$ cat config.mk
export PLATFORM = sky130hd
export DESIGN_NAME = adc_result_format_regs
export DESIGN_NICKNAME = d
export VERILOG_FILES = /design/src/hw/adc_regs_pkg.sv /design/src/hw/adc_result_format_regs.sv /design/src/hw/result_packer.sv
export SDC_FILE = /design/constraint.sdc
export NUM_CORES = 1
export LEC_CHECK = 0
export BUFFER_PORTS_ARGS = -buffer_cell sky130_fd_sc_hd__buf_2
export CORE_UTILIZATION = 28
export CTS_CLUSTER_SIZE = 40
export DETAILED_ROUTE_END_ITERATION = 10
export PLACE_DENSITY = 0.57
export SLEW_MARGIN = 20
export SYNTH_ARGS = -nofsm -noshare
export SYNTH_HDL_FRONTEND = slang
export SYNTH_SLANG_ARGS = --single-unit
$ cat constraint.sdc
create_clock -name ref_clk_i -period 2.4 [get_ports ref_clk_i]
set_clock_uncertainty 0.05 [all_clocks]
set_input_delay 0.12 -clock ref_clk_i [delete_from_list [all_inputs] [get_ports ref_clk_i]]
set_output_delay 0.12 -clock ref_clk_i [all_outputs]
set_load 0.1 [all_outputs]
$ cat src/hw/adc_regs_pkg.sv
// Package for the converter register block: offsets, field layouts, reset values,
// carrier structs and timing constants.
// Assumes a 32-bit APB master and a converter core on the same clock.
package adc_regs_pkg;

   // Register byte addresses (one aligned word each)
   localparam logic [7:0] ctrl_addr      = 8'h00;
   localparam logic [7:0] cfg_addr       = 8'h04;
   localparam logic [7:0] res_high_addr  = 8'h08;
   localparam logic [7:0] res_low_addr   = 8'h0C;
   localparam logic [7:0] acq_addr       = 8'h10;

   // Control register fields
   localparam int ctrl_chan_lsb = 2;   // Channel select bits 6..2
   localparam int ctrl_chan_w   = 5;
   localparam int ctrl_run_bit  = 1;   // Conversion run flag
   localparam int ctrl_en_bit   = 0;   // Converter enable

   // Config register fields
   localparam int cfg_just_bit  = 7;   // Justification select, 1 = right
   localparam int cfg_clk_lsb   = 4;   // Clock divider select bits 6..4
   localparam int cfg_clk_w     = 3;
   localparam int cfg_nref_bit  = 2;   // Negative reference select
   localparam int cfg_pref_lsb  = 0;   // Positive reference select bits 1..0
   localparam int cfg_pref_w    = 2;

   // Reset values and field widths
   localparam logic [7:0] ctrl_reset    = 8'h00;
   localparam logic [7:0] cfg_reset     = 8'h00;
   localparam logic [7:0] cfg_impl_mask = 8'hF7;  // Bit 3 reads as zero
   localparam logic [7:0] ctrl_impl_mask = 8'h7F; // Bit 7 reads as zero
   localparam int         result_w      = 10;
   localparam int         zero_w        = 6;
   localparam logic       just_right    = 1'b1;

   // Acquisition interval: printed example figure in ns, cycles at 10 MHz
   localparam int acq_time_ns  = 4420;
   localparam int clk_period_ns = 100;
   localparam int acq_cycles   = (acq_time_ns + clk_period_ns - 1) / clk_period_ns;
   localparam logic [15:0] acq_reset = 16'(acq_cycles);

   // Settings the converter core needs
   typedef struct packed {
      logic [4:0] channel;
      logic [2:0] clk_div;
      logic       neg_ref;
      logic [1:0] pos_ref;
      logic       enable;
   } core_cfg_t;

   // Completion from the core
   typedef struct packed {
      logic        done;
      logic [9:0]  value;
   } core_result_t;

endpackage

$ cat src/hw/adc_result_format_regs.sv
// Register side of a 10-bit converter: control, config and result bytes on APB.
// Assumes a converter core on ref_clk_i that pulses done with its result.
//
// Overview of operation
// RULE_01 - Left: result bits 1..0 to low 7..6
// RULE_02 - Right: result bits 9..8 to high 1..0
// RULE_03 - Right: result bits 7..0 fill low byte
// RULE_04 - Result bytes writable, kept over resets
// RULE_05 - Software waits acquisition before start
// RULE_06 - Config register bit layout as defined
// RULE_07 - Unused six result bits load zero
// RULE_08 - Left: result bits 9..2 to high
// RULE_09 - Run flag starts, busy, self-clears
// RULE_10 - Format fixed at result load time
`timescale 1ns/100ps
module adc_result_format_regs
   import adc_regs_pkg::*;
(
   // Clock, reset, enable
   input  wire logic               ref_clk_i,
   input  wire logic               rst_i,
   input  wire logic               clk_en_i,
   // APB slave
   input  wire logic               psel_i,
   input  wire logic               penable_i,
   input  wire logic               pwrite_i,
   input  wire logic [7:0]         paddr_i,
   input  wire logic [31:0]        pwdata_i,
   output logic      [31:0]        prdata_o,
   output logic                    pready_o,
   output logic                    pslverr_o,
   // Converter core
   input  wire core_result_t       core_res_i,
   output logic                    core_start_o,
   output core_cfg_t               core_cfg_o,
   output logic                    acq_ok_o
);

   ////////////////////////////////////////////////////////////////////////
   // State
   logic [7:0]  ctrl, next_ctrl;           // Control register
   logic [7:0]  cfg, next_cfg;             // Config register
   logic [7:0]  res_high, next_res_high;   // Result high byte
   logic [7:0]  res_low, next_res_low;     // Result low byte
   logic [15:0] acq_len, next_acq_len;     // Acquisition length in cycles
   logic [15:0] acq_cnt, next_acq_cnt;     // Cycles since channel change
   logic        start, next_start;         // Start pulse to core
   logic [31:0] rdata, next_rdata;         // Read data register
   logic [7:0]  pk_high;                   // Packed bytes for current result
   logic [7:0]  pk_low;

   // Write in the access phase, read in the setup phase; this slave answers with no wait
   logic acc_wr;
   logic acc_rd;
   assign pready_o  = 1'b1;
   assign acc_wr    = psel_i && penable_i && pwrite_i && clk_en_i;
   assign acc_rd    = psel_i && !penable_i && !pwrite_i && clk_en_i;

   // Address decode, used by the error flag only
   function automatic logic mapped(input logic [7:0] a);
      return (a == ctrl_addr) || (a == cfg_addr) || (a == res_high_addr) ||
             (a == res_low_addr) || (a == acq_addr);
   endfunction
   assign pslverr_o = psel_i && penable_i && !mapped(paddr_i);

   ////////////////////////////////////////////////////////////////////////
   // Packing of the incoming result under the justification now set
   result_packer u_pack (
      .value_i (core_res_i.value),
      .right_i (cfg[cfg_just_bit]),
      .high_o  (pk_high),
      .low_o   (pk_low)
   );

   ////////////////////////////////////////////////////////////////////////
   // Next-state of the register file
   always_comb begin
      next_ctrl     = ctrl;
      next_cfg      = cfg;
      next_res_high = res_high;
      next_res_low  = res_low;
      next_acq_len  = acq_len;
      next_acq_cnt  = acq_cnt;
      next_start    = 1'b0;
      next_rdata    = rdata;
      // Acquisition counter stops at the length; a shorter length written later
      // must not let it run on and wrap through the whole 16-bit range
      if (acq_cnt < acq_len)
         next_acq_cnt = acq_cnt + 16'h0001;
      if (acc_wr) begin
         unique case (paddr_i)
            ctrl_addr: begin
               next_ctrl = pwdata_i[7:0] & ctrl_impl_mask;
               // RULE_09 - setting run starts
               if (pwdata_i[ctrl_run_bit] && !ctrl[ctrl_run_bit])
                  next_start = 1'b1;
               // Channel change restarts the acquisition wait
               if (pwdata_i[ctrl_chan_lsb +: ctrl_chan_w] !=
                   ctrl[ctrl_chan_lsb +: ctrl_chan_w])
                  next_acq_cnt = 16'h0000;
            end
            // RULE_06 - config layout, bit 3 zero
            cfg_addr:      next_cfg      = pwdata_i[7:0] & cfg_impl_mask;
            // RULE_04 - software may write results
            res_high_addr: next_res_high = pwdata_i[7:0];
            res_low_addr:  next_res_low  = pwdata_i[7:0];
            acq_addr:      next_acq_len  = pwdata_i[15:0];
            default:       next_ctrl     = ctrl;
         endcase
      end
      // RULE_10 - pack at load time
      // RULE_09 - hardware clears run flag; completion wins over a write
      if (core_res_i.done && clk_en_i && ctrl[ctrl_run_bit]) begin
         next_res_high             = pk_high;
         next_res_low              = pk_low;
         next_ctrl[ctrl_run_bit]   = 1'b0;
      end
      if (acc_rd) begin
         unique case (paddr_i)
            ctrl_addr:     next_rdata = {24'h00_0000, ctrl};
            cfg_addr:      next_rdata = {24'h00_0000, cfg};
            res_high_addr: next_rdata = {24'h00_0000, res_high};
            res_low_addr:  next_rdata = {24'h00_0000, res_low};
            acq_addr:      next_rdata = {16'h0000, acq_len};
            default:       next_rdata = 32'h0000_0000;
         endcase
      end
   end

   ////////////////////////////////////////////////////////////////////////
   // Registers; result bytes have no reset so any reset leaves them as-is
   always_ff @(posedge ref_clk_i) begin
      if (rst_i) begin
         ctrl    <= ctrl_reset;
         cfg     <= cfg_reset;
         acq_len <= acq_reset;
         acq_cnt <= 16'h0000;
         start   <= 1'b0;
         rdata   <= 32'h0000_0000;
      end else if (clk_en_i) begin
         ctrl    <= next_ctrl;
         cfg     <= next_cfg;
         acq_len <= next_acq_len;
         acq_cnt <= next_acq_cnt;
         start   <= next_start;
         rdata   <= next_rdata;
      end
   end

   // RULE_04 - undefined at power-on, kept on reset
   always_ff @(posedge ref_clk_i) begin
      if (clk_en_i) begin
         res_high <= next_res_high;
         res_low  <= next_res_low;
      end
   end

   ////////////////////////////////////////////////////////////////////////
   // Outputs
   assign prdata_o           = rdata;
   assign core_start_o       = start;
   assign core_cfg_o.channel = ctrl[ctrl_chan_lsb +: ctrl_chan_w];
   assign core_cfg_o.enable  = ctrl[ctrl_en_bit];
   assign core_cfg_o.clk_div = cfg[cfg_clk_lsb +: cfg_clk_w];
   assign core_cfg_o.neg_ref = cfg[cfg_nref_bit];
   assign core_cfg_o.pos_ref = cfg[cfg_pref_lsb +: cfg_pref_w];
   // RULE_05 - shows acquisition elapsed
   assign acq_ok_o           = (acq_cnt >= acq_len);

   ////////////////////////////////////////////////////////////////////////
   // Checks
   chk_right_high_zero: assert property (@(posedge ref_clk_i) disable iff (rst_i) // RULE_07
      core_res_i.done && clk_en_i && ctrl[ctrl_run_bit] && cfg[cfg_just_bit]
      |=> res_high[7:2] == 6'h00)
      else $error("right justified high byte not zero filled");
   chk_left_low_zero: assert property (@(posedge ref_clk_i) disable iff (rst_i) // RULE_01
      core_res_i.done && clk_en_i && ctrl[ctrl_run_bit] && !cfg[cfg_just_bit]
      |=> res_low == {$past(core_res_i.value[1:0]), 6'h00})
      else $error("left justified low byte wrong");
   chk_right_high_val: assert property (@(posedge ref_clk_i) disable iff (rst_i) // RULE_02
      core_res_i.done && clk_en_i && ctrl[ctrl_run_bit] && cfg[cfg_just_bit]
      |=> res_high[1:0] == $past(core_res_i.value[9:8]))
      else $error("right justified high bits wrong");
   chk_right_low_val: assert property (@(posedge ref_clk_i) disable iff (rst_i) // RULE_03
      core_res_i.done && clk_en_i && ctrl[ctrl_run_bit] && cfg[cfg_just_bit]
      |=> res_low == $past(core_res_i.value[7:0]))
      else $error("right justified low byte wrong");
   chk_left_high_val: assert property (@(posedge ref_clk_i) disable iff (rst_i) // RULE_08
      core_res_i.done && clk_en_i && ctrl[ctrl_run_bit] && !cfg[cfg_just_bit]
      |=> res_high == $past(core_res_i.value[9:2]))
      else $error("left justified high byte wrong");
   chk_run_start: assert property (@(posedge ref_clk_i) disable iff (rst_i) // RULE_09
      acc_wr && paddr_i == ctrl_addr && pwdata_i[ctrl_run_bit] && !ctrl[ctrl_run_bit]
      |=> core_start_o && ctrl[ctrl_run_bit] ##1 !core_start_o)
      else $error("run flag did not start one pulse");
   chk_run_clear: assert property (@(posedge ref_clk_i) disable iff (rst_i) // RULE_09
      core_res_i.done && clk_en_i && ctrl[ctrl_run_bit] |=> !ctrl[ctrl_run_bit])
      else $error("run flag not cleared on completion");
   chk_cfg_bit3: assert property (@(posedge ref_clk_i) disable iff (rst_i) // RULE_06
      cfg[3] == 1'b0)
      else $error("config bit 3 not zero");
   chk_result_hold: assert property (@(posedge ref_clk_i) disable iff (rst_i) // RULE_10
      acc_wr && paddr_i == cfg_addr && !(core_res_i.done && ctrl[ctrl_run_bit])
      |=> $stable(res_high) && $stable(res_low))
      else $error("stored result reformatted");
   chk_acq_restart: assert property (@(posedge ref_clk_i) disable iff (rst_i) // RULE_05
      acc_wr && paddr_i == ctrl_addr &&
      pwdata_i[6:2] != ctrl[6:2] && acq_len != 16'h0000 |=> !acq_ok_o)
      else $error("channel change did not restart acquisition");

   cov_left_load: cover property (@(posedge ref_clk_i)
      core_res_i.done && ctrl[ctrl_run_bit] && !cfg[cfg_just_bit]);
   cov_right_load: cover property (@(posedge ref_clk_i)
      core_res_i.done && ctrl[ctrl_run_bit] && cfg[cfg_just_bit]);
   cov_start: cover property (@(posedge ref_clk_i) core_start_o);

endmodule

$ cat src/hw/result_packer.sv
// Packs a 10-bit conversion result into the high and low result bytes.
// Assumes the caller samples the outputs only when it loads a result.
`timescale 1ns/100ps
module result_packer
   import adc_regs_pkg::*;
(
   // Inputs
   input  wire logic [9:0] value_i,
   input  wire logic       right_i,
   // Outputs
   output logic      [7:0] high_o,
   output logic      [7:0] low_o
);

   // Pure combinational packing
   always_comb begin
      if (right_i == just_right) begin
         // RULE_02 - top bits low
         high_o = {{zero_w{1'b0}}, value_i[9:8]};
         // RULE_03 - bits seven..zero
         low_o  = value_i[7:0];
      end else begin
         // RULE_08 - bits nine..two high
         high_o = value_i[9:2];
         // RULE_01 - bits one..zero top
         // RULE_07 - zero fill six bits
         low_o  = {value_i[1:0], {zero_w{1'b0}}};
      end
   end

endmodule

==> impl_metrics.env, run 1 <==
export IMPL_ant_nets=0
export IMPL_drt_total_wl_mm=10.8
export IMPL_antenna_found_initial=1
export IMPL_clk_latency_ns=0.34
export IMPL_cpPeakStageDelay_ns=0.53
export IMPL_cts_clk_slew_worst_paths_ns=0.06
export IMPL_layout_drive_gt1_share_pct=29.5
export IMPL_area_growth_pct=30.0
export IMPL_seq_area_frac_synth_pct=42.1
export IMPL_numCtsBuffers=9
export IMPL_slew_violations=0
export IMPL_setup_viol=0
export IMPL_fp_dieH_um=124
export IMPL_wire_per_inst_um=14.6
export IMPL_core_region_area_um2=14500
export IMPL_avgSynthCellArea_um2=8.98
export IMPL_grt_start_max_net_pins=48
export IMPL_setup_ws_ns=0.0736
export IMPL_h_tree_depth=3
export IMPL_layout_commonest_cell="buf_2"
export IMPL_leakagePower_nw=2.08
export IMPL_cpLargestDelayFamily="simple AND/OR/NAND/NOR gates"
export IMPL_root_buffer="clkbuf_16"
export IMPL_post_route_period_util_pct=96.9
export IMPL_ys_async_sr_fraction_pct=0
export IMPL_vdd_ir_drop_max_v=0.000349
export IMPL_final_area_um2=5380
export IMPL_hp_class="in -> reg"
export IMPL_critPathBufInv=1
export IMPL_pre_cts_ws_ns=-0.0414
export IMPL_vias=3643
export IMPL_cp_required_ns=2.62
export IMPL_drt_iter0_drc=182
export IMPL_power_density_nw_per_um2=606
export IMPL_clockBufferDepth=2
export IMPL_fin_cells=743
export IMPL_drc=0
export IMPL_pin_count=105
export IMPL_drtPass1Iterations=4
export IMPL_port_buffers=71
export IMPL_yosys_warnings=0
export IMPL_rows=44
export IMPL_dieArea_um2=15300
export IMPL_fp_dieW_um=124
export IMPL_grt_ovfl_total=0
export IMPL_synth_distinct_cells=55
export IMPL_placed_cells=712
export IMPL_grt_usage_pct=14.9
export IMPL_end_kind="flop"
export IMPL_finalCriticalPeriod_ns=2.33
export IMPL_cp_max_fo=6
export IMPL_setup_tns_ns=0
export IMPL_path_class="reg -> reg"
export IMPL_slew_headroom_pct=59.8
export IMPL_layout_common_cells="buf_2, nand2_1, dfxtp_1"
export IMPL_syn_area_um2=4140
export IMPL_viasPerCell=4.90
export IMPL_start_kind="flop"
export IMPL_path_common_cell="a21oi_2"
export IMPL_status="completed"
export IMPL_cp_arrival_ns=2.54
export IMPL_finalHoldViolations=0
export IMPL_grt_pass1_vias=3475
export IMPL_worst_slew_pin_slew_ns=0.603
export IMPL_synth_main_ff_cell="dfxtp_1"
export IMPL_synth_cells=461
export IMPL_place_congestion=0.869
export IMPL_diodes=0
export IMPL_crit_slowest_cell="or4_4"
export IMPL_dpl_cell_area_um2=4700
export IMPL_ys_ff_latch=79
export IMPL_cts_tree="done"
export IMPL_cts_sinks=79
export IMPL_fmax_mhz=430
export IMPL_synth_edff_count=16
export IMPL_layout_nets=628
export IMPL_initial_utilization_pct=28.6
export IMPL_grt_pass1_wl_mm=17.1
export IMPL_drv_cap=0
export IMPL_post_dp_hpwl_mm=8.05
export IMPL_path_cells="inv_1 > ha_4 > a21oi_2 > o211ai_1 > a21o_1 > or3_4 > or4_4 > a21oi_2"
[worst min-delay path, stage by stage]
cell,delay (ns)
buf_2,0.13
nand2_1,0.06
nand3b_1,0.07
[cell type report]
type,instances,area (um^2)
fillers,1459,9100
multi-input cells,332,2290
flip-flops and latches,79,1750
repair buffers,109,669
clock buffers,11,243
well taps,184,230
clock inverters,5,106
inverters,23,86.3
[through the flow]
stage,hold WS [ns],power (mW),util [%]
detailed placement,0.318,1.68,32.5
global placement,0.314,1.68,32.5
global route,0.0226,3.38,37.2
finish,0.0208,3.26,37.2
CTS,0.00745,3.29,36.0
floorplan,0.181,1.63,-
[sequential cells by signal, summed over array words and instances, names as in the netlist]
signal / count
acq_cnt: 16
acq_len: 16
prdata_o: 16
res_high: 8
res_low: 8
cfg: 7
ctrl: 7
core_start_o: 1
[final timing paths]
check / start / endpoint / slack, ns / cells past startpoint
setup reg to reg: acq_len[13] / acq_cnt[11] / 0.07 / 8
setup / recovery: acq_len[13] / acq_cnt[11] / 0.07 / 8
hold / removal: pwdata_i[0] / acq_len[0] / 0.02 / 3
hold reg to reg: acq_len[1] / acq_len[1] / 0.40 / 2
[routing by layer]
metal | wire [um] | vias to the layer above | track usage, %
met3 | 608 | 8 | 4.49
li1 | - | 1809 | -
met2 | 5450 | 118 | 25.7
met4 | 118 | 0 | 4.44
met5 | 0 | - | 0
met1 | 4660 | 1708 | 17.6
[synth_stat cells (all sizes together) (5+ instances only)]
master / number / area share [%]
dfxtp: 63 / 30
nand2: 58 / 5.3
a21oi: 40 / 4.9
nor2: 40 / 3.6
buf: 29 / 5.1
inv: 23 / 2.1
nand3: 20 / 2.4
o21ai: 18 / 2.2
a22oi: 17 / 3.1
ha: 17 / 5.1
edfxtp: 16 / 12
clkbuf: 14 / 1.3
mux2i: 12 / 2.9
a22o: 8 / 1.7
nand4: 7 / 1.1
or3: 7 / 1.2
xnor2: 7 / 1.5
mux4: 6 / 3.3
nor3: 6 / 0.85
nor4: 5 / 1.1
o22ai: 5 / 0.76
[cell families (layout without fill, tap and decap cells)]
family,after synthesis,count (layout),synth area share [%]
simple gates,162,163,19.1
compound gates,105,105,16.2
flops,79,79,42.1
buf+inv,66,148,8.49
mux,20,20,6.71
fa+ha+maj,17,17,5.14
xor+xnor,10,10,2.12
other cells,2,17,0.181
[report_power, final]
part | internal, mW | leakage [nW] | switching, mW | total, mW
Sequential | 1.36 | 0.656 | 0.00552 | 1.36
Combinational | 0.0852 | 1.26 | 0.228 | 0.313
Clock | 1.05 | 0.166 | 0.539 | 1.59
Total | 2.49 | 2.08 | 0.772 | 3.26
[repair_timing]
action | CTS | global route
gates cloned | 1 | 0
endpoints found under the setup margin | 8 | 10
gates resized for setup | 8 | 33
pin swaps | 2 | 14
hold endpoints to repair | 9 | 0
hold buffers | 9 | 0
buffers inserted | 3 | 2
Power figures use the tool's default switching activity.
==> run 2, diff against run 1 <==
--- a/constraint.sdc
+++ b/constraint.sdc
@@ -4,2 +4,2 @@
 set_output_delay 0.12 -clock ref_clk_i [all_outputs]
-set_load 0.1 [all_outputs]
+set_load 0.005 [all_outputs]
==> run 2 against run 1 <==
Against the previous run:
- critical path depth is 1 lower
- largest power group unchanged
- setup slack better by 0.029 ns
- sequential cell count stayed put
- power is 9.1% lower
- count of clock-buffer cells in the layout is 2 higher
==> impl_metrics.env, run 2 (synthesis results as in run 1) <==
export IMPL_utilization_pct=37.1
export IMPL_layout_drive_gt1_share_pct=31.4
export IMPL_viasPerCell=4.90
export IMPL_grt_usage_pct=15.1
export IMPL_fp_dieW_um=124
export IMPL_hp_class="in -> reg"
export IMPL_setup_tns_ns=0
export IMPL_finalHoldViolations=0
export IMPL_worst_slew_pin_slew_ns=0.625
export IMPL_grt_ovfl_total=0
export IMPL_port_buffers=71
export IMPL_drc=0
export IMPL_layout_commonest_cell="buf_2"
export IMPL_power_density_nw_per_um2=552
export IMPL_leakagePower_nw=2.06
export IMPL_clk_latency_ns=0.34
export IMPL_slew_headroom_pct=58.3
export IMPL_cp_arrival_ns=2.52
export IMPL_cts_sinks=79
export IMPL_layout_common_cells="buf_2, nand2_1, dfxtp_1"
export IMPL_setup_ws_ns=0.103
export IMPL_ant_nets=0
export IMPL_slew_violations=0
export IMPL_end_kind="flop"
export IMPL_h_tree_depth=3
export IMPL_path_class="reg -> reg"
export IMPL_post_dp_hpwl_mm=8.18
export IMPL_drt_total_wl_mm=11.2
export IMPL_diodes=0
export IMPL_vdd_ir_drop_max_v=0.000316
export IMPL_rows=44
export IMPL_layout_nets=627
export IMPL_grt_start_max_net_pins=48
export IMPL_pre_cts_ws_ns=-0.0576
export IMPL_cp_required_ns=2.62
export IMPL_grt_pass1_wl_mm=17.4
export IMPL_grt_pass1_vias=3524
export IMPL_drtPass1Iterations=4
export IMPL_pin_count=105
export IMPL_antenna_found_initial=0
export IMPL_core_region_area_um2=14500
export IMPL_vias=3636
export IMPL_dieArea_um2=15300
export IMPL_area_growth_pct=29.7
export IMPL_finalCriticalPeriod_ns=2.30
export IMPL_p_total_mw=2.96
export IMPL_status="completed"
export IMPL_fmax_mhz=435
export IMPL_initial_utilization_pct=28.6
export IMPL_clockBufferDepth=2
export IMPL_start_kind="flop"
export IMPL_drt_iter0_drc=211
export IMPL_wire_per_inst_um=15.1
export IMPL_cts_clk_slew_worst_paths_ns=0.06
export IMPL_fp_dieH_um=124
export IMPL_cts_tree="done"
export IMPL_place_congestion=0.847
export IMPL_drv_cap=0
export IMPL_post_route_period_util_pct=95.7
export IMPL_setup_viol=0
export IMPL_cp_max_fo=6
export IMPL_root_buffer="clkbuf_16"
export IMPL_numCtsBuffers=9
-- run 2: changes by cell type in the layout (fill, tap and decap cells not counted), moves of 3 or more --
cell     previous run  this run
dfxtp_1            53        48
dfxtp_2            10        15
inv_1              23        20
inv_2               0         3
-- run 2: timing repair --
| action | 4_1_cts | 5_1_grt |
|---|---|---|
| pin swaps | 1 | 17 |
| gates resized for setup | 2 | 51 |
| hold buffers | 9 | 0 |
| gates cloned | 0 | 1 |
| setup endpoints to repair | 7 | 10 |
| endpoints found under the hold margin | 9 | 0 |
| buffers inserted | 2 | 2 |
-- run 2: stage by stage --
| step | instance area (um^2) | hold WS (ns) | instances |
|---|---|---|---|
| 3_3_place_gp | 4700 | 0.314 | 712 |
| 4_1_cts | 5110 | 0.00121 | 739 |
| 2_1_floorplan | 4200 | 0.181 | 476 |
| 5_1_grt | 5370 | 0.0140 | 742 |
| 3_5_place_dp | 4700 | 0.311 | 712 |
| 6_report | 5370 | 0.00493 | 742 |
-- run 2: worst max-delay path: stages (launching register included) --
cell and delay (ns):
dfxtp_1 0.43, ha_2 0.31, nand4_1 0.16, nor2_1 0.07, and2_4 0.15, or3_4 0.38, or4_4 0.55, a21oi_2 0.12
-- run 2: final timing paths --
| check | startpoint | end | slack, ns | depth (start not counted) |
|---|---|---|---|---|
| worst min register to register | acq_len[6] | acq_len[6] | 0.41 | 2 |
| worst max-delay path | acq_cnt[8] | acq_cnt[11] | 0.10 | 7 |
| worst min-delay path | pwdata_i[7] | acq_len[7] | 0.005 | 3 |
| worst max register to register | acq_cnt[8] | acq_cnt[11] | 0.10 | 7 |
-- run 2: power by group --
group / leakage [nW] / switching [mW] / total, mW / internal [mW]
clock network: 0.146 / 0.536 / 1.40 / 0.861
logic: 1.25 / 0.115 / 0.204 / 0.0886
registers: 0.659 / 0.00552 / 1.36 / 1.36
-- run 2: routing by layer --
| layer | vias to the layer above | wire length (um) | global-route usage, % | share of wire [%] |
|---|---|---|---|---|
| met3 | 13 | 587 | 3.71 | 5.2 |
| met5 | - | 0 | 0 | 0 |
| met1 | 1709 | 4800 | 17.6 | 43 |
| met4 | 0 | 151 | 5.35 | 1.3 |
| met2 | 109 | 5700 | 26.8 | 51 |
| li1 | 1805 | - | - | - |
-- run 2: area by class of cell --
| type | count | area [um^2] |
|---|---|---|
| Fill cell | 1466 | 9110 |
| Multi-Input combinational cell | 332 | 2330 |
| Sequential cell | 79 | 1760 |
| Clock inverter | 3 | 42.5 |
| Timing Repair Buffer | 108 | 659 |
| Inverter | 23 | 86.3 |
| Tap cell | 184 | 230 |
| Clock buffer | 13 | 260 |
==> run 3, diff against run 2 <==
CTS_BUF_LIST = sky130_fd_sc_hd__clkbuf_2 sky130_fd_sc_hd__clkbuf_4 sky130_fd_sc_hd__clkbuf_8   (was unset)
==> run 3 against run 2 <==
Against the previous run:
- highest routed layer unchanged
- critical path depth is 1 higher
- routed wire length shrank 0.72%
- final area shrank 0.86%
- register-to-register slack worse by 0.02 ns
- die area stayed put
- sequential cell count unchanged
- first-iteration DRC count rose by 4.3%
- clock power decreased by 25%
- sequential power is essentially flat
- non-clock buffer count is 4 higher
==> impl_metrics.env, run 3 (synthesis results as in run 1) <==
export IMPL_status="completed"
export IMPL_p_sw_share_pct=23.3
export IMPL_slew_headroom_pct=58.6
export IMPL_h_tree_depth=3
export IMPL_drtPass1Iterations=4
export IMPL_cpLargestDelayFamily="compound AO/OA/AOI/OAI gates"
export IMPL_end_kind="flop"
export IMPL_grt_pass1_vias=3496
export IMPL_antenna_found_initial=0
export IMPL_numCtsBuffers=9
export IMPL_clk_latency_ns=0.35
export IMPL_drc=0
export IMPL_cts_tree="done"
export IMPL_ant_nets=0
export IMPL_root_buffer="clkbuf_8"
export IMPL_grt_usage_pct=14.9
export IMPL_utilization_pct=36.8
export IMPL_crit_slowest_cell="or3_4"
export IMPL_fp_dieH_um=124
export IMPL_post_route_period_util_pct=96.6
export IMPL_placed_cells=712
export IMPL_fin_cells=746
export IMPL_layout_common_cells="buf_2, nand2_1, dfxtp_1"
export IMPL_layout_drive_gt1_share_pct=31.5
export IMPL_diodes=0
export IMPL_place_congestion=0.847
export IMPL_area_growth_pct=28.6
export IMPL_dieArea_um2=15300
export IMPL_fmax_mhz=431
export IMPL_rows=44
export IMPL_p_seq_share_pct=52.0
export IMPL_p_clk_share_pct=40.0
export IMPL_grt_start_max_net_pins=48
export IMPL_finalCriticalPeriod_ns=2.32
export IMPL_drv_cap=0
export IMPL_layout_nets=631
export IMPL_leakagePower_nw=2.03
export IMPL_core_region_area_um2=14500
export IMPL_vias=3608
export IMPL_cts_sinks=79
export IMPL_finalHoldViolations=0
export IMPL_grt_pass1_wl_mm=17.2
export IMPL_viasPerCell=4.84
export IMPL_power_switching_uw=610
export IMPL_hp_class="in -> reg"
export IMPL_cts_clk_slew_worst_paths_ns=0.08
export IMPL_slew_violations=0
export IMPL_wire_per_inst_um=15.0
export IMPL_layout_commonest_cell="buf_2"
export IMPL_num_fill_cells=1475
export IMPL_fp_dieW_um=124
export IMPL_drt_total_wl_mm=11.2
export IMPL_critPathBufInv=1
export IMPL_vdd_ir_drop_max_v=0.000284
export IMPL_cp_required_ns=2.56
export IMPL_grt_setup_unrepaired="yes"
export IMPL_start_kind="flop"
export IMPL_pin_count=105
export IMPL_grt_ovfl_total=0
export IMPL_path_class="reg -> reg"
export IMPL_cp_max_fo=6
export IMPL_drt_iter0_drc=220
export IMPL_setup_viol=0
export IMPL_worst_slew_pin_slew_ns=0.621
export IMPL_p_int_mw=2.01
export IMPL_port_buffers=71
export IMPL_cpPeakStageDelay_ns=0.45
export IMPL_power_density_nw_per_um2=492
export IMPL_cp_arrival_ns=2.48
export IMPL_p_comb_share_pct=8.0
export IMPL_initial_utilization_pct=28.6
export IMPL_clockBufferDepth=2
export IMPL_path_cells="ha_4 > a21oi_4 > o211ai_1 > a21o_1 > or3_4 > buf_6 > o41ai_2 > a21oi_1"
export IMPL_post_dp_hpwl_mm=8.18
==> run 3: power by group through the flow <==
stage                     Clock [mW]  Combinational, mW  Sequential (mW)
after floorplan                    0              0.118             1.39
after global placement             0              0.175             1.39
after detailed placement           0              0.179             1.39
after CTS                       1.07              0.199             1.36
after global routing            1.14              0.233             1.36
final                           1.05              0.211             1.36
==> run 3: worst register-to-register path, delay by kind of cell, from the launching register on <==
kind | cells | cell delay, ns
AO/OA/AOI/OAI | 5 | 0.88
AND/OR/NAND/NOR | 1 | 0.45
flip-flops | 1 | 0.40
adder cells (fa/ha/maj) | 1 | 0.24
buffers and inverters | 1 | 0.15
==> run 3: area by class of cell <==
type	instances	area [um^2]	area share (%)
Sequential cell	79	1760	33.0
Multi-Input combinational cell	332	2340	43.9
Tap cell	184	230	4.32
Clock inverter	3	42.5	0.799
Timing Repair Buffer	112	703	13.2
Clock buffer	13	166	3.13
Inverter	23	86.3	1.62
==> run 3: worst paths after layout <==
kind                      start           to  slack (ns)  cells past startpoint
hold reg to reg      acq_len[6]   acq_len[6]        0.41                      2
setup / recovery    acq_cnt[15]  acq_cnt[13]        0.08                      8
hold / removal    core_res_i[3]   res_low[3]        0.03                      2
setup reg to reg    acq_cnt[15]  acq_cnt[13]        0.08                      8
==> run 3: per-layer routing <==
metal / vias to the layer above / share of wire [%] / track usage [%]
met5: - / 0 / 0
met4: 0 / 0.95 / 3.69
met3: 12 / 3.8 / 3.57
met2: 94 / 50 / 26.7
met1: 1695 / 45 / 17.6
li1: 1807 / - / -
==> run 3: through the flow <==
stage | TNS [ns] | cell area (um^2) | total power [mW] | worst slack [ns] | hold slack [ns]
floorplan | 0 | 4200 | 1.51 | 0.0274 | 0.181
global placement | 0 | 4700 | 1.57 | 0.0300 | 0.314
detailed placement | -0.219 | 4700 | 1.57 | -0.0576 | 0.311
CTS | -0.0739 | 5060 | 2.63 | -0.0339 | 0.00322
global route | -0.0455 | 5320 | 2.73 | -0.0218 | 0.0116
finish | 0 | 5320 | 2.62 | 0.0813 | 0.0278
==> run 3: what timing repair did <==
item                                    in CTS  in global routing
resized for setup                            2                 52
endpoints found under the setup margin       7                 11
hold buffers                                13                  0
endpoints found under the hold margin       15                  0
pin swaps                                    1                 17
setup buffers                                2                  2
cloned                                       0                  1
